## config.mk

```make
export PLATFORM = sky130hd
export DESIGN_NAME = watchdog_reset_source_logic
export DESIGN_NICKNAME = d
export VERILOG_FILES = /design/src/rtl/wdt_pkg.sv /design/src/rtl/watchdog_reset_source_logic.sv
export VERILOG_INCLUDE_DIRS = /design/src /design/src/rtl
export SDC_FILE = /design/constraint.sdc
export NUM_CORES = 1
export LEC_CHECK = 0
export BUFFER_PORTS_ARGS = -buffer_cell sky130_fd_sc_hd__buf_2
export CORE_MARGIN = 8
export CORE_UTILIZATION = 50
export CTS_CLUSTER_DIAMETER = 60
export DETAILED_ROUTE_END_ITERATION = 16
export GPL_ROUTABILITY_DRIVEN = 0
export HOLD_SLACK_MARGIN = 0.08
export PLACE_DENSITY = 0.74
export SLEW_MARGIN = 40
export SYNTH_ARGS = -nofsm -noshare
export SYNTH_HDL_FRONTEND = slang
export SYNTH_SLANG_ARGS = --single-unit
```

## constraint.sdc

```tcl
create_clock -name pclk -period 1.8 [get_ports pclk]
set_input_delay 0.09 -clock pclk [delete_from_list [all_inputs] [get_ports pclk]]
set_output_delay 0.09 -clock pclk [all_outputs]
set_load 0.01 [all_outputs]
```

## src/rtl/wdt_params.svh

```systemverilog
// Constants for the watchdog and reset-source block
`ifndef WDT_PARAMS_SVH
`define WDT_PARAMS_SVH
// Register byte addresses
`define OFF_CTRL     12'h000
`define OFF_RELOAD   12'h004
`define OFF_CMD      12'h008
`define OFF_STATUS   12'h00C
`define OFF_IRQ_STAT 12'h010
`define OFF_IRQ_MASK 12'h014
`define OFF_COUNT    12'h018
// Control register fields
`define CTRL_PRESCALE 0
`define CTRL_DISABLE  1
`define CTRL_BIDIR    2
// Command register fields (write one to act)
`define CMD_SERVICE   0
`define CMD_END_INIT  1
`define CMD_SOFT_RST  2
// Status register fields (reset source flags and state)
`define ST_OVERFLOW   0
`define ST_SOFT       1
`define ST_SHORT_HW   2
`define ST_LONG_HW    3
`define ST_POWER_ON   4
`define ST_INIT_DONE  5
`define ST_RUNNING    6
// Interrupt status fields
`define IRQ_OVERFLOW  0
`define IRQ_HW_RESET  1
// Prescale ratios
`define DIV_SLOW 128
`define DIV_FAST 2
// Clock period in ps and timing
`define CLK_PS        40000
`define SPIKE_NS      50
`define FILTER_NS     500
// Half CPU clock periods: long reset threshold (1032 + 12) plus filter minimum
`define LONG_TCL      (1032 + 12)
`define SHORT_TCL     4
// Internal reset pulse length in clocks
`define RESET_PULSE   16
`endif

```

## src/rtl/wdt_pkg.sv

```systemverilog
// Types for the watchdog and reset-source block
package wdt_pkg;
   typedef enum logic [2:0] {
      ST_IDLE = 3'b001,
      ST_LOW = 3'b010,
      ST_WAIT_HIGH = 3'b100
   } pin_state_t;
endpackage

```

## src/rtl/watchdog_reset_source_logic.sv

```systemverilog
// Watchdog counter, reset source flags and reset pin handling with APB access
//
// Added by the designer: the APB slave port and the register offsets.
`timescale 1ns/1ps
`include "wdt_params.svh"

module watchdog_reset_source_logic
   import wdt_pkg::*;
#(
   parameter int CLK_PS = `CLK_PS
)(
   input wire logic pclk,
   input wire logic presetn,
   input wire logic psel,
   input wire logic penable,
   input wire logic pwrite,
   input wire logic [11:0] paddr,
   input wire logic [31:0] pwdata,
   output logic [31:0] prdata,
   output logic pready,
   output logic pslverr,
   input wire logic reset_input_pin_i,
   output logic reset_input_pin_o,
   output logic reset_input_pin_oe,
   input wire logic reset_mode_pin,
   output logic reset_output_pin_n,
   output logic internal_reset,
   output logic irq
);
   // ----------------------------------------------------------------
   // Timing counts
   // ----------------------------------------------------------------
   // Spike rejection rounds down; acceptance must not exceed 500ns
   localparam int FILT_CYC = ((`SPIKE_NS * 1000) / CLK_PS) < 1 ? 1 :
                             ((`SPIKE_NS * 1000) / CLK_PS);
   // Short minimum: max(4 half periods, 500ns), rounded up in clocks
   localparam int MIN_PS = (`SHORT_TCL * CLK_PS / 2) > (`FILTER_NS * 1000) ?
                           (`SHORT_TCL * CLK_PS / 2) : (`FILTER_NS * 1000);
   localparam int LONG_PS = `LONG_TCL * CLK_PS / 2 + MIN_PS;
   // The measured count is one below the pulse length, so a floor gives a strict "longer than"
   localparam int LONG_CYC = LONG_PS / CLK_PS;
   localparam int SHORT_CYC = (MIN_PS + CLK_PS - FILT_CYC * CLK_PS - 1) / CLK_PS;

   // ----------------------------------------------------------------
   // Input synchroniser and spike filter
   // ----------------------------------------------------------------
   logic pin_s1_r, pin_s2_r, pin_f_r, pin_f_nxt;
   logic mode_s1_r, mode_s2_r;
   logic [7:0] filt_cnt_r, filt_cnt_nxt;
   always_comb begin
      pin_f_nxt = pin_f_r;
      filt_cnt_nxt = 8'h00;
      if (pin_s2_r != pin_f_r) begin
         filt_cnt_nxt = filt_cnt_r + 8'h01;
         if (filt_cnt_r >= 8'(FILT_CYC - 1)) begin
            pin_f_nxt = pin_s2_r;
            filt_cnt_nxt = 8'h00;
         end
      end
   end
   always_ff @(posedge pclk or negedge presetn) begin
      if (!presetn) begin
         pin_s1_r <= 1'b1;
         pin_s2_r <= 1'b1;
         pin_f_r <= 1'b1;
         filt_cnt_r <= 8'h00;
         mode_s1_r <= 1'b0;
         mode_s2_r <= 1'b0;
      end else begin
         pin_s1_r <= reset_input_pin_i;
         pin_s2_r <= pin_s1_r;
         mode_s1_r <= reset_mode_pin;
         mode_s2_r <= mode_s1_r;
         pin_f_r <= pin_f_nxt;
         filt_cnt_r <= filt_cnt_nxt;
      end
   end

   // ----------------------------------------------------------------
   // Register state
   // ----------------------------------------------------------------
   logic prescale_select_bit_r, prescale_select_bit_nxt;
   logic disabled_r, disabled_nxt;
   logic bidir_reset_enable_r, bidir_reset_enable_nxt;
   logic [7:0] reload_value_field_r, reload_value_field_nxt;
   logic init_done_r, init_done_nxt;
   logic overflow_reset_flag_r, overflow_reset_flag_nxt;
   logic soft_reset_flag_r, soft_reset_flag_nxt;
   logic short_hw_reset_flag_r, short_hw_reset_flag_nxt;
   logic long_hw_reset_flag_r, long_hw_reset_flag_nxt;
   logic power_on_flag_r, power_on_flag_nxt;
   logic [1:0] irq_stat_r, irq_stat_nxt, irq_mask_r, irq_mask_nxt;
   logic [15:0] count_r, count_nxt;
   logic [6:0] pre_r, pre_nxt;
   logic [4:0] rst_cnt_r, rst_cnt_nxt;
   logic [31:0] prdata_nxt;
   logic irq_nxt;
   pin_state_t pst_r, pst_nxt;
   logic [10:0] low_cnt_r, low_cnt_nxt;

   logic wr, rd, service, end_of_init_instr, software_reset_instr, tick, overflow;
   logic hw_short, hw_long;
   assign wr = psel && penable && pwrite;
   assign rd = psel && penable && !pwrite;
   assign service = wr && paddr == `OFF_CMD && pwdata[`CMD_SERVICE];
   assign end_of_init_instr = wr && paddr == `OFF_CMD && pwdata[`CMD_END_INIT];
   assign software_reset_instr = wr && paddr == `OFF_CMD && pwdata[`CMD_SOFT_RST];

   function automatic logic addr_ok(input logic [11:0] a);
      addr_ok = a[1:0] == 2'b00 && a <= `OFF_COUNT;
   endfunction

   // ----------------------------------------------------------------
   // Prescaler and counter
   // ----------------------------------------------------------------
   // tick every 2 or 128 clocks
   assign tick = prescale_select_bit_r ? (pre_r == 7'(`DIV_SLOW - 1)) :
                                         (pre_r[0] == 1'b1);
   assign overflow = tick && !disabled_r && count_r == 16'hFFFF && rst_cnt_r == 5'h00;

   // ----------------------------------------------------------------
   // Hardware reset pulse measurement (mode pin high)
   // ----------------------------------------------------------------
   always_comb begin
      pst_nxt = pst_r;
      low_cnt_nxt = low_cnt_r;
      hw_short = 1'b0;
      hw_long = 1'b0;
      case (pst_r)
         ST_IDLE: begin
            low_cnt_nxt = 11'h000;
            // Our own drive lingers through the synchroniser; wait it out unmeasured
            if (!pin_f_r) begin
               pst_nxt = reset_input_pin_oe ? ST_WAIT_HIGH : ST_LOW;
            end
         end
         ST_LOW: begin
            if (low_cnt_r != 11'h7FF) begin
               low_cnt_nxt = low_cnt_r + 11'h001;
            end
            if (pin_f_r) begin
               pst_nxt = ST_IDLE;
               if (low_cnt_r >= 11'(LONG_CYC)) begin
                  hw_long = mode_s2_r;
               end else if (low_cnt_r >= 11'(SHORT_CYC)) begin
                  hw_short = mode_s2_r;
               end
            end
         end
         ST_WAIT_HIGH: begin
            if (pin_f_r) begin
               pst_nxt = ST_IDLE;
            end
         end
         default: pst_nxt = ST_IDLE;
      endcase
   end

   // ----------------------------------------------------------------
   // Main next-state logic
   // ----------------------------------------------------------------
   always_comb begin
      prescale_select_bit_nxt = prescale_select_bit_r;
      disabled_nxt = disabled_r;
      bidir_reset_enable_nxt = bidir_reset_enable_r;
      reload_value_field_nxt = reload_value_field_r;
      init_done_nxt = init_done_r;
      overflow_reset_flag_nxt = overflow_reset_flag_r;
      soft_reset_flag_nxt = soft_reset_flag_r;
      short_hw_reset_flag_nxt = short_hw_reset_flag_r;
      long_hw_reset_flag_nxt = long_hw_reset_flag_r;
      power_on_flag_nxt = power_on_flag_r;
      irq_stat_nxt = irq_stat_r;
      irq_mask_nxt = irq_mask_r;
      count_nxt = count_r;
      pre_nxt = pre_r + 7'h01;
      rst_cnt_nxt = rst_cnt_r;
      prdata_nxt = 32'h0000_0000;

      if (prescale_select_bit_r ? pre_r == 7'(`DIV_SLOW - 1) : 1'b0) begin
         pre_nxt = 7'h00;
      end
      if (tick && !disabled_r) begin
         count_nxt = count_r + 16'h0001;
      end
      if (rst_cnt_r != 5'h00) begin
         rst_cnt_nxt = rst_cnt_r - 5'h01;
      end

      if (wr) begin
         case (paddr)
            `OFF_CTRL: begin
               prescale_select_bit_nxt = pwdata[`CTRL_PRESCALE];
               if (!init_done_r) begin
                  disabled_nxt = pwdata[`CTRL_DISABLE];
               end
               bidir_reset_enable_nxt = pwdata[`CTRL_BIDIR];
            end
            `OFF_RELOAD: reload_value_field_nxt = pwdata[7:0];
            `OFF_IRQ_MASK: irq_mask_nxt = pwdata[1:0];
            default: begin
            end
         endcase
      end
      if (service) begin
         count_nxt = {reload_value_field_nxt, 8'h00};
      end
      if (end_of_init_instr) begin
         init_done_nxt = 1'b1;
         overflow_reset_flag_nxt = 1'b0;
         soft_reset_flag_nxt = 1'b0;
         short_hw_reset_flag_nxt = 1'b0;
         long_hw_reset_flag_nxt = 1'b0;
         power_on_flag_nxt = 1'b0;
      end

      // Read data is registered in the setup phase so it stands through the access phase
      if (psel && !penable && !pwrite) begin
         case (paddr)
            `OFF_CTRL: prdata_nxt = {29'h0, bidir_reset_enable_r, disabled_r,
                                     prescale_select_bit_r};
            `OFF_RELOAD: prdata_nxt = {24'h0, reload_value_field_r};
            `OFF_STATUS: prdata_nxt = {25'h0, !disabled_r, init_done_r, power_on_flag_r,
                                       long_hw_reset_flag_r, short_hw_reset_flag_r,
                                       soft_reset_flag_r, overflow_reset_flag_r};
            `OFF_IRQ_STAT: prdata_nxt = {30'h0, irq_stat_r};
            `OFF_IRQ_MASK: prdata_nxt = {30'h0, irq_mask_r};
            `OFF_COUNT: prdata_nxt = {16'h0, count_r};
            default: prdata_nxt = 32'h0000_0000;
         endcase
      end
      if (rd && paddr == `OFF_IRQ_STAT) begin
         // Clear only what was reported, so an event during setup is not lost
         irq_stat_nxt = irq_stat_r & ~prdata[1:0];
      end

      // Reset events: set wins over clears above.
      if (overflow || software_reset_instr || hw_short || hw_long) begin
         disabled_nxt = 1'b0;
         init_done_nxt = 1'b0;
         bidir_reset_enable_nxt = 1'b0;
         prescale_select_bit_nxt = 1'b0;
         reload_value_field_nxt = 8'h00;
         count_nxt = 16'h0000;
         pre_nxt = 7'h00;
         rst_cnt_nxt = 5'(`RESET_PULSE);
      end
      if (overflow) begin
         overflow_reset_flag_nxt = 1'b1;
         irq_stat_nxt[`IRQ_OVERFLOW] = 1'b1;
      end
      if (software_reset_instr) begin
         soft_reset_flag_nxt = 1'b1;
      end
      if (hw_short || hw_long) begin
         short_hw_reset_flag_nxt = 1'b1;
         irq_stat_nxt[`IRQ_HW_RESET] = 1'b1;
      end
      if (hw_long) begin
         long_hw_reset_flag_nxt = 1'b1;
      end
      irq_nxt = |(irq_stat_nxt & irq_mask_nxt);
   end

   always_ff @(posedge pclk or negedge presetn) begin
      if (!presetn) begin
         prescale_select_bit_r <= 1'b0;
         disabled_r <= 1'b0;
         bidir_reset_enable_r <= 1'b0;
         reload_value_field_r <= 8'h00;
         init_done_r <= 1'b0;
         overflow_reset_flag_r <= 1'b0;
         soft_reset_flag_r <= 1'b0;
         short_hw_reset_flag_r <= 1'b0;
         long_hw_reset_flag_r <= 1'b0;
         power_on_flag_r <= 1'b1;
         irq_stat_r <= 2'b00;
         irq_mask_r <= 2'b00;
         count_r <= 16'h0000;
         pre_r <= 7'h00;
         rst_cnt_r <= 5'h00;
         prdata <= 32'h0000_0000;
         irq <= 1'b0;
         pst_r <= ST_IDLE;
         low_cnt_r <= 11'h000;
         internal_reset <= 1'b0;
         reset_output_pin_n <= 1'b0;
         reset_input_pin_oe <= 1'b0;
      end else begin
         prescale_select_bit_r <= prescale_select_bit_nxt;
         disabled_r <= disabled_nxt;
         bidir_reset_enable_r <= bidir_reset_enable_nxt;
         reload_value_field_r <= reload_value_field_nxt;
         init_done_r <= init_done_nxt;
         overflow_reset_flag_r <= overflow_reset_flag_nxt;
         soft_reset_flag_r <= soft_reset_flag_nxt;
         short_hw_reset_flag_r <= short_hw_reset_flag_nxt;
         long_hw_reset_flag_r <= long_hw_reset_flag_nxt;
         power_on_flag_r <= power_on_flag_nxt;
         irq_stat_r <= irq_stat_nxt;
         irq_mask_r <= irq_mask_nxt;
         count_r <= count_nxt;
         pre_r <= pre_nxt;
         rst_cnt_r <= rst_cnt_nxt;
         prdata <= prdata_nxt;
         irq <= irq_nxt;
         pst_r <= pst_nxt;
         low_cnt_r <= low_cnt_nxt;
         internal_reset <= rst_cnt_nxt != 5'h00;
         // Output stays low during power-on reset until first clock
         reset_output_pin_n <= rst_cnt_nxt == 5'h00 && pin_f_r;
         // Bidir drive uses the enable sampled before the sequence clears it
         reset_input_pin_oe <= (overflow || software_reset_instr) ?
                               (bidir_reset_enable_r && mode_s2_r) :
                               (reset_input_pin_oe && rst_cnt_nxt != 5'h00);
      end
   end

   assign reset_input_pin_o = 1'b0;
   // Registered answer: no wait states, slverr on unmapped address
   always_ff @(posedge pclk or negedge presetn) begin
      if (!presetn) begin
         pready <= 1'b1;
         pslverr <= 1'b0;
      end else begin
         pready <= 1'b1;
         pslverr <= psel && !penable && !addr_ok(paddr);
      end
   end

   // ----------------------------------------------------------------
   // Checks
   // ----------------------------------------------------------------
   always @(posedge pclk) begin
      if (presetn) begin
         service_load_a: assert (!($past(service) && $past(presetn) && !$past(overflow)
            && !$past(software_reset_instr) && !$past(hw_short) && !$past(hw_long))
            || count_r[7:0] == 8'h00) else $error("service did not clear low byte");
      end
   end
   overflow_reset_a: assert property (@(posedge pclk) disable iff (!presetn)
      overflow |=> internal_reset && !reset_output_pin_n && overflow_reset_flag_r)
      else $error("overflow gave no reset");
   end_init_a: assert property (@(posedge pclk) disable iff (!presetn)
      end_of_init_instr && !overflow && !software_reset_instr && !hw_short && !hw_long |=>
      !power_on_flag_r && !soft_reset_flag_r && init_done_r)
      else $error("end of init left flags");
   disable_lock_a: assert property (@(posedge pclk) disable iff (!presetn)
      init_done_r && !disabled_r |=> !disabled_r)
      else $error("watchdog disabled after init");
   reload_high_a: assert property (@(posedge pclk) disable iff (!presetn)
      service && !overflow && !software_reset_instr && !hw_short && !hw_long
      |=> count_r[15:8] == $past(reload_value_field_nxt))
      else $error("reload not loaded");
   slow_tick_a: assert property (@(posedge pclk) disable iff (!presetn)
      tick && prescale_select_bit_r |=> (!tick || !prescale_select_bit_r) [*8])
      else $error("slow prescale too fast");
   soft_flag_a: assert property (@(posedge pclk) disable iff (!presetn)
      software_reset_instr |=> soft_reset_flag_r ##1 internal_reset)
      else $error("soft reset not flagged");
   mode_block_a: assert property (@(posedge pclk) disable iff (!presetn)
      software_reset_instr && !mode_s2_r |=> !reset_input_pin_oe)
      else $error("pin driven with mode pin low");
   bidir_clear_a: assert property (@(posedge pclk) disable iff (!presetn)
      overflow |=> !bidir_reset_enable_r)
      else $error("bidir enable not cleared");
endmodule

```

# After elaboration in Yosys (flattened, before gate mapping)
# Cells that the tools add are included.
# W data, S select, Z words.
# classes
addsub	5
multipliers	0
n_div	0
order_cmp	4
n_eq_ne	17
shifts	0
mux	52
bitwise_logic	3
reduce_logical	48
# ops
operator	count
$pmux W16 S6	1
$mux W16	4
$mux W8	5
$eq A12 B5 Y1 const B	3
$mux W1	29
$eq A12 B4 Y1 const B	2
$pmux W11 S2	1
$logic_and A1 B1 Y1	18
$add A16 B1 Y16 const B	1
$eq A16 B16 Y1 const B	1
$reduce_bool A2 Y1	8
$mux W7	2
$eq A12 B3 Y1 const B	1
$le A12 B5 Y1 const B	1
$logic_not A12 Y1	1
$add A11 B1 Y11 const B	1
$ge A11 B10 Y1 const B	1
$ge A11 B4 Y1 const B	1
$mux W11	1
$ne A11 B11 Y1 const B	1
$logic_not A5 Y1	2
$mux W5	2
$reduce_bool A5 Y1	2
$mux W3	3
other kinds (22)	37
# totals
regBits	113
latch_bits	0
ramBits	0
mem_bits_ro	0
input_bits	51
out_inout_bits	39
word_cells	158
mem_count	0

# Logic depth before layout (Yosys ltp)
# depth
word_depth	12
ltp_mapped	9
ltp_nobuf	8

# Worst setup path before layout
# Ideal clock, no wire load.
# synth_path
path_kind	register to register
startpoint	reg rst_cnt_r[0]
endpoint	reg pre_r[3]
setup_time_ns	0.131
arrival_ns	1.777
required_time_ns	1.669
slack_ns	-0.108
stages_incl_launch_ff	10
path_buffers	1
period_less_slack_ns	1.908
cell_sequence	dfrtp_1 inv_1 ha_1 nor4b_4 nand2_1 nor3_4 nand2_1 nand3b_4 buf_6 nor3_1
# synth_via
elab_chain_cells	6
# synth_lines
element	line_no	rtl
start, declared	watchdog_reset_source_logic.sv:95	logic [4:0] rst_cnt_r, rst_cnt_nxt;
start signal, assigned	watchdog_reset_source_logic.sv:304	rst_cnt_r <= rst_cnt_nxt;
$logic_not A5 Y1	watchdog_reset_source_logic.sv:119	assign overflow = tick && !disabled_r && count_r == 16'hFFFF && rst_cnt_r == 5'h00;
$logic_and A1 B1 Y1	watchdog_reset_source_logic.sv:119	
$logic_or A1 B1 Y1 (3 in series)	watchdog_reset_source_logic.sv:238	if (overflow || software_reset_instr || hw_short || hw_long) begin
$mux W7	watchdog_reset_source_logic.sv:238	
via pre_nxt[3]	watchdog_reset_source_logic.sv:94	logic [6:0] pre_r, pre_nxt;
end signal, assigned	watchdog_reset_source_logic.sv:303	pre_r <= pre_nxt;
end, declared	watchdog_reset_source_logic.sv:94	
# The timed path passes the listed nets, and every way through them passes these cells.
# A chain may end at the register's enable or synchronous reset.

# Worst setup path after layout
# layout_path
startpoint	reg rst_cnt_r[1]
endpoint	reg count_r[12]
# layout_via
elab_chain_cells	6
word_cells_on_any_way	7
cone_classes	1 x mux; 6 x reduce/logical
# layout_lines
element	line_no	rtl
$logic_not A5 Y1 (*)	watchdog_reset_source_logic.sv:119	
$logic_and A1 B1 Y1 (*)	watchdog_reset_source_logic.sv:119	
$logic_or A1 B1 Y1 (*) (3 in series)	watchdog_reset_source_logic.sv:238	
$reduce_bool A3 Y1 (no source line) or $mux W16 (tied branches)	-	
end signal, assigned	watchdog_reset_source_logic.sv:302	count_r <= count_nxt;
end, declared	watchdog_reset_source_logic.sv:93	logic [15:0] count_r, count_nxt;
# Mark *: on every way between the ends. The rest lies on a longest branch, timed or not.

==> flow_summary.yaml <==
status:
  status: "complete, but fails checks"
  failed_checks: "setup timing"
grt:
  overflow: 0
  antenna_found_initial: 0
  grt_pass1_vias: 4039
  grt_usage_pct: 18.8
  grt_start_max_net_pins: 47
  grt_pass1_wl_um: 19300
timing:
  rsz0062_at_grt: "yes"
  finClkSkew_ps: 12.5
  fin_crit_sh_pct: 104
  timing.final.ws_setup_ps: -70.2
  setup_violations: 21
  report.final.hold_viol_count: 0
  finalMaxSlewViolations: 0
  timing.final.crit_period_ps: 1870
  hold_ws_ps: 104
  clock.fmax_mhz: 535
clocking:
  clk_pin_slew_ps: 90
  clock_latency_ps: 360
  cts_buffers: 9
  htree_levels: 3
  clockRootBuffer: "clkbuf_8"
  cts_tree: "done"
  clockBufferDepth: 2
  numClockSinks: 89
synth:
  syn_inst: 453
  synth_top_cell_by_area: "dfrtp_1"
  synth-seq-area-share_pct: 48.5
  synth_edf_count: 0
  ys_seq_elements: 89
  async_flop_share_pct: 100
  postSynthAreaPerCell_um2: 10.2
  synth.cell_area_mm2: 0.00461
  yosys.area.top_type_share_pct: 45.6
  ys_top_cells_by_area: "dfrtp_1 46%, nor2_1 4.4%, nand2_1 3.2%"
  synth.distinct_cells: 66
  synthFlopType: "dfrtp_1"
  yosysWarnings: 0
die:
  rows: 35
  die_w_um: 112
  io_pins: 90
  die_h_um: 112
  dieArea_mm2: 0.0125
  initial_core_util_pct: 50.6
  core_mm2: 0.00911
placement:
  io_buffers: 47
  dp_hpwl_um: 8560
  place_inst: 665
worst_setup_path:
  critPathArrivalTime_ps: 2100
  path_common_cell: "buf_12"
  critPathKind: "flip-flop to flip-flop"
  crit_slowest_cell: "dfrtp_1"
  crit_chain: "inv_2, ha_4, nor4b_4, nand2_1, nor3_4, nand2_2, nand3b_4, buf_12, buf_12, a211oi_2"
  crit_required_ps: 2030
  worst-path-max-fanout: 7
  critPathCaptureType: "flip-flop"
  max_stage_delay_ps: 400
  setup.worst_path.start_class: "flip-flop"
final_layout:
  area_growth_pct: 34.2
  instances_no_fill: 711
  diodes: 0
  final_nets: 651
  final_common_cell: "dfrtp_1"
  layout-drive-gt1-share_pct: 38.0
  layout_common_cells: "84 x dfrtp_1, 74 x buf_4, 46 x buf_2"
drt:
  drt_iter0_markers: 232
  vias_per_cell: 5.58
  first_pass_iters: 5
  num_vias: 3964
  drc_errors: 0
  ant_nets: 0
  wl_per_cell_um: 16.8
  wl_um: 11900
power_and_ir_drop:
  power_per_cell_area_mw_per_mm2: 803
  vdd_drop_max_mv: 0.654
  power.leakage_uw: 0.00284
run:
  maxCapViolCount: 0
worst_hold_path:
  hold_path_class: "input port to flip-flop"
[repair_timing]
item / in CTS / in global routing
hold buffers: 13 / 0
pin swaps: 8 / 20
endpoints found under the setup margin: 43 / 52
gates resized for setup: 22 / 55
gates cloned: 1 / 1
hold endpoints to repair: 99 / 0
buffers inserted: 9 / 7
[flip-flops by register name (all words and copies together), names as in the netlist, 2 cells and up]
signal                count
irq_mask_r                2
pre_r                     7
irq_stat_r                2
reload_value_field_r      8
count_r                  16
pst_r                     3
prdata                   16
low_cnt_r                11
rst_cnt_r                 5
[path summary, 6_finish.rpt]
check / from / to / cells past startpoint / slack, ps
worst max-delay path: rst_cnt_r[1]$_DFF_PN0_ / count_r[12]$_DFFE_PN0P_ / 10 / -70
worst min-delay path: pwdata[2] / bidir_reset_enable_r$_DFFE_PN0P_ / 3 / 100
worst max register to register: rst_cnt_r[1]$_DFF_PN0_ / count_r[12]$_DFFE_PN0P_ / 10 / -70
worst min register to register: pin_s2_r$_DFF_PN1_ / pin_f_r$_DFFE_PN1P_ / 0 / 360
max in group asynchronous: presetn / power_on_flag_r$_DFFE_PN1P_ / 3 / 1010
min in group asynchronous: presetn / pslverr$_DFF_PN0_ / 2 / 140
[layout make-up]
class                      count  area, um2
clock buffer                   9        124
clock inverter                 7       80.1
fill                         663       2930
inverter                      13       48.8
multi-input combinational    332       2380
sequential                    89       2230
tap                          111        139
timing repair buffer         150       1180
[metrics by stage]
step	total power [uW]	TNS, ps	util (%)	setup WS (ps)	area, um2
after floorplan	2930	0	-	10.8	4670
final	4960	-608	67.9	-70.2	6180
after global placement	3310	-1090	59.2	-90.4	5400
after global routing	5230	-4360	67.9	-209	6180
after CTS	4870	-159	65.1	-38.7	5930
after detailed placement	3360	-2730	59.2	-143	5400
[worst max-delay path, delay by kind of cell, from the launching register on]
family | cells | cell delay (ps)
and+or+nand+nor | 5 | 820
adders and majority gates | 1 | 130
AOI/OAI and AO/OA | 1 | 40
DFF | 1 | 400
buffers and inverters | 3 | 360
[power by group]
part / switching [uW] / leakage, uW / internal [uW] / total (uW)
clock: 737 / 0.0000960 / 653 / 1390
sequential: 141 / 0.00117 / 2190 / 2330
combinational: 619 / 0.00158 / 625 / 1240
total: 1500 / 0.00284 / 3470 / 4960
[synthesized netlist by cell type, types with 4 or more instances]
cell type,count
clkbuf_1,6
o21ai_0,18
a222oi_1,5
nand4_1,5
o211ai_1,4
nand3_1,19
mux2i_1,14
buf_6,4
dfrtp_1,84
ha_1,5
buf_4,19
xnor2_1,12
nor4_1,4
nor2_1,54
buf_2,5
a22oi_1,5
and2_1,7
a21oi_1,17
nor3_2,5
nand2b_1,4
and3_1,6
nor3_1,18
a211oi_1,4
and4_1,6
dfstp_2,5
inv_1,13
nand2_1,39
xor2_1,9
[cells by family after synthesis]
group	Yosys count	share of synthesized area [%]
simple gates	198	24.3
flops	89	48.5
compound gates	73	11.1
buf+inv	48	6.49
xor+xnor	21	3.99
mux	17	4.10
fa+ha+maj	5	1.36
other cells	2	0.163
[per-layer routing]
layer / GRT usage [%] / wire [um] / vias up
li1: - / - / 1862
met1: 22.3 / 4800 / 1953
met2: 32.6 / 6240 / 119
met3: 4.11 / 617 / 30
met4: 6.92 / 276 / 0
met5: 0 / 0 / -
(Power assumes the default switching activity.)
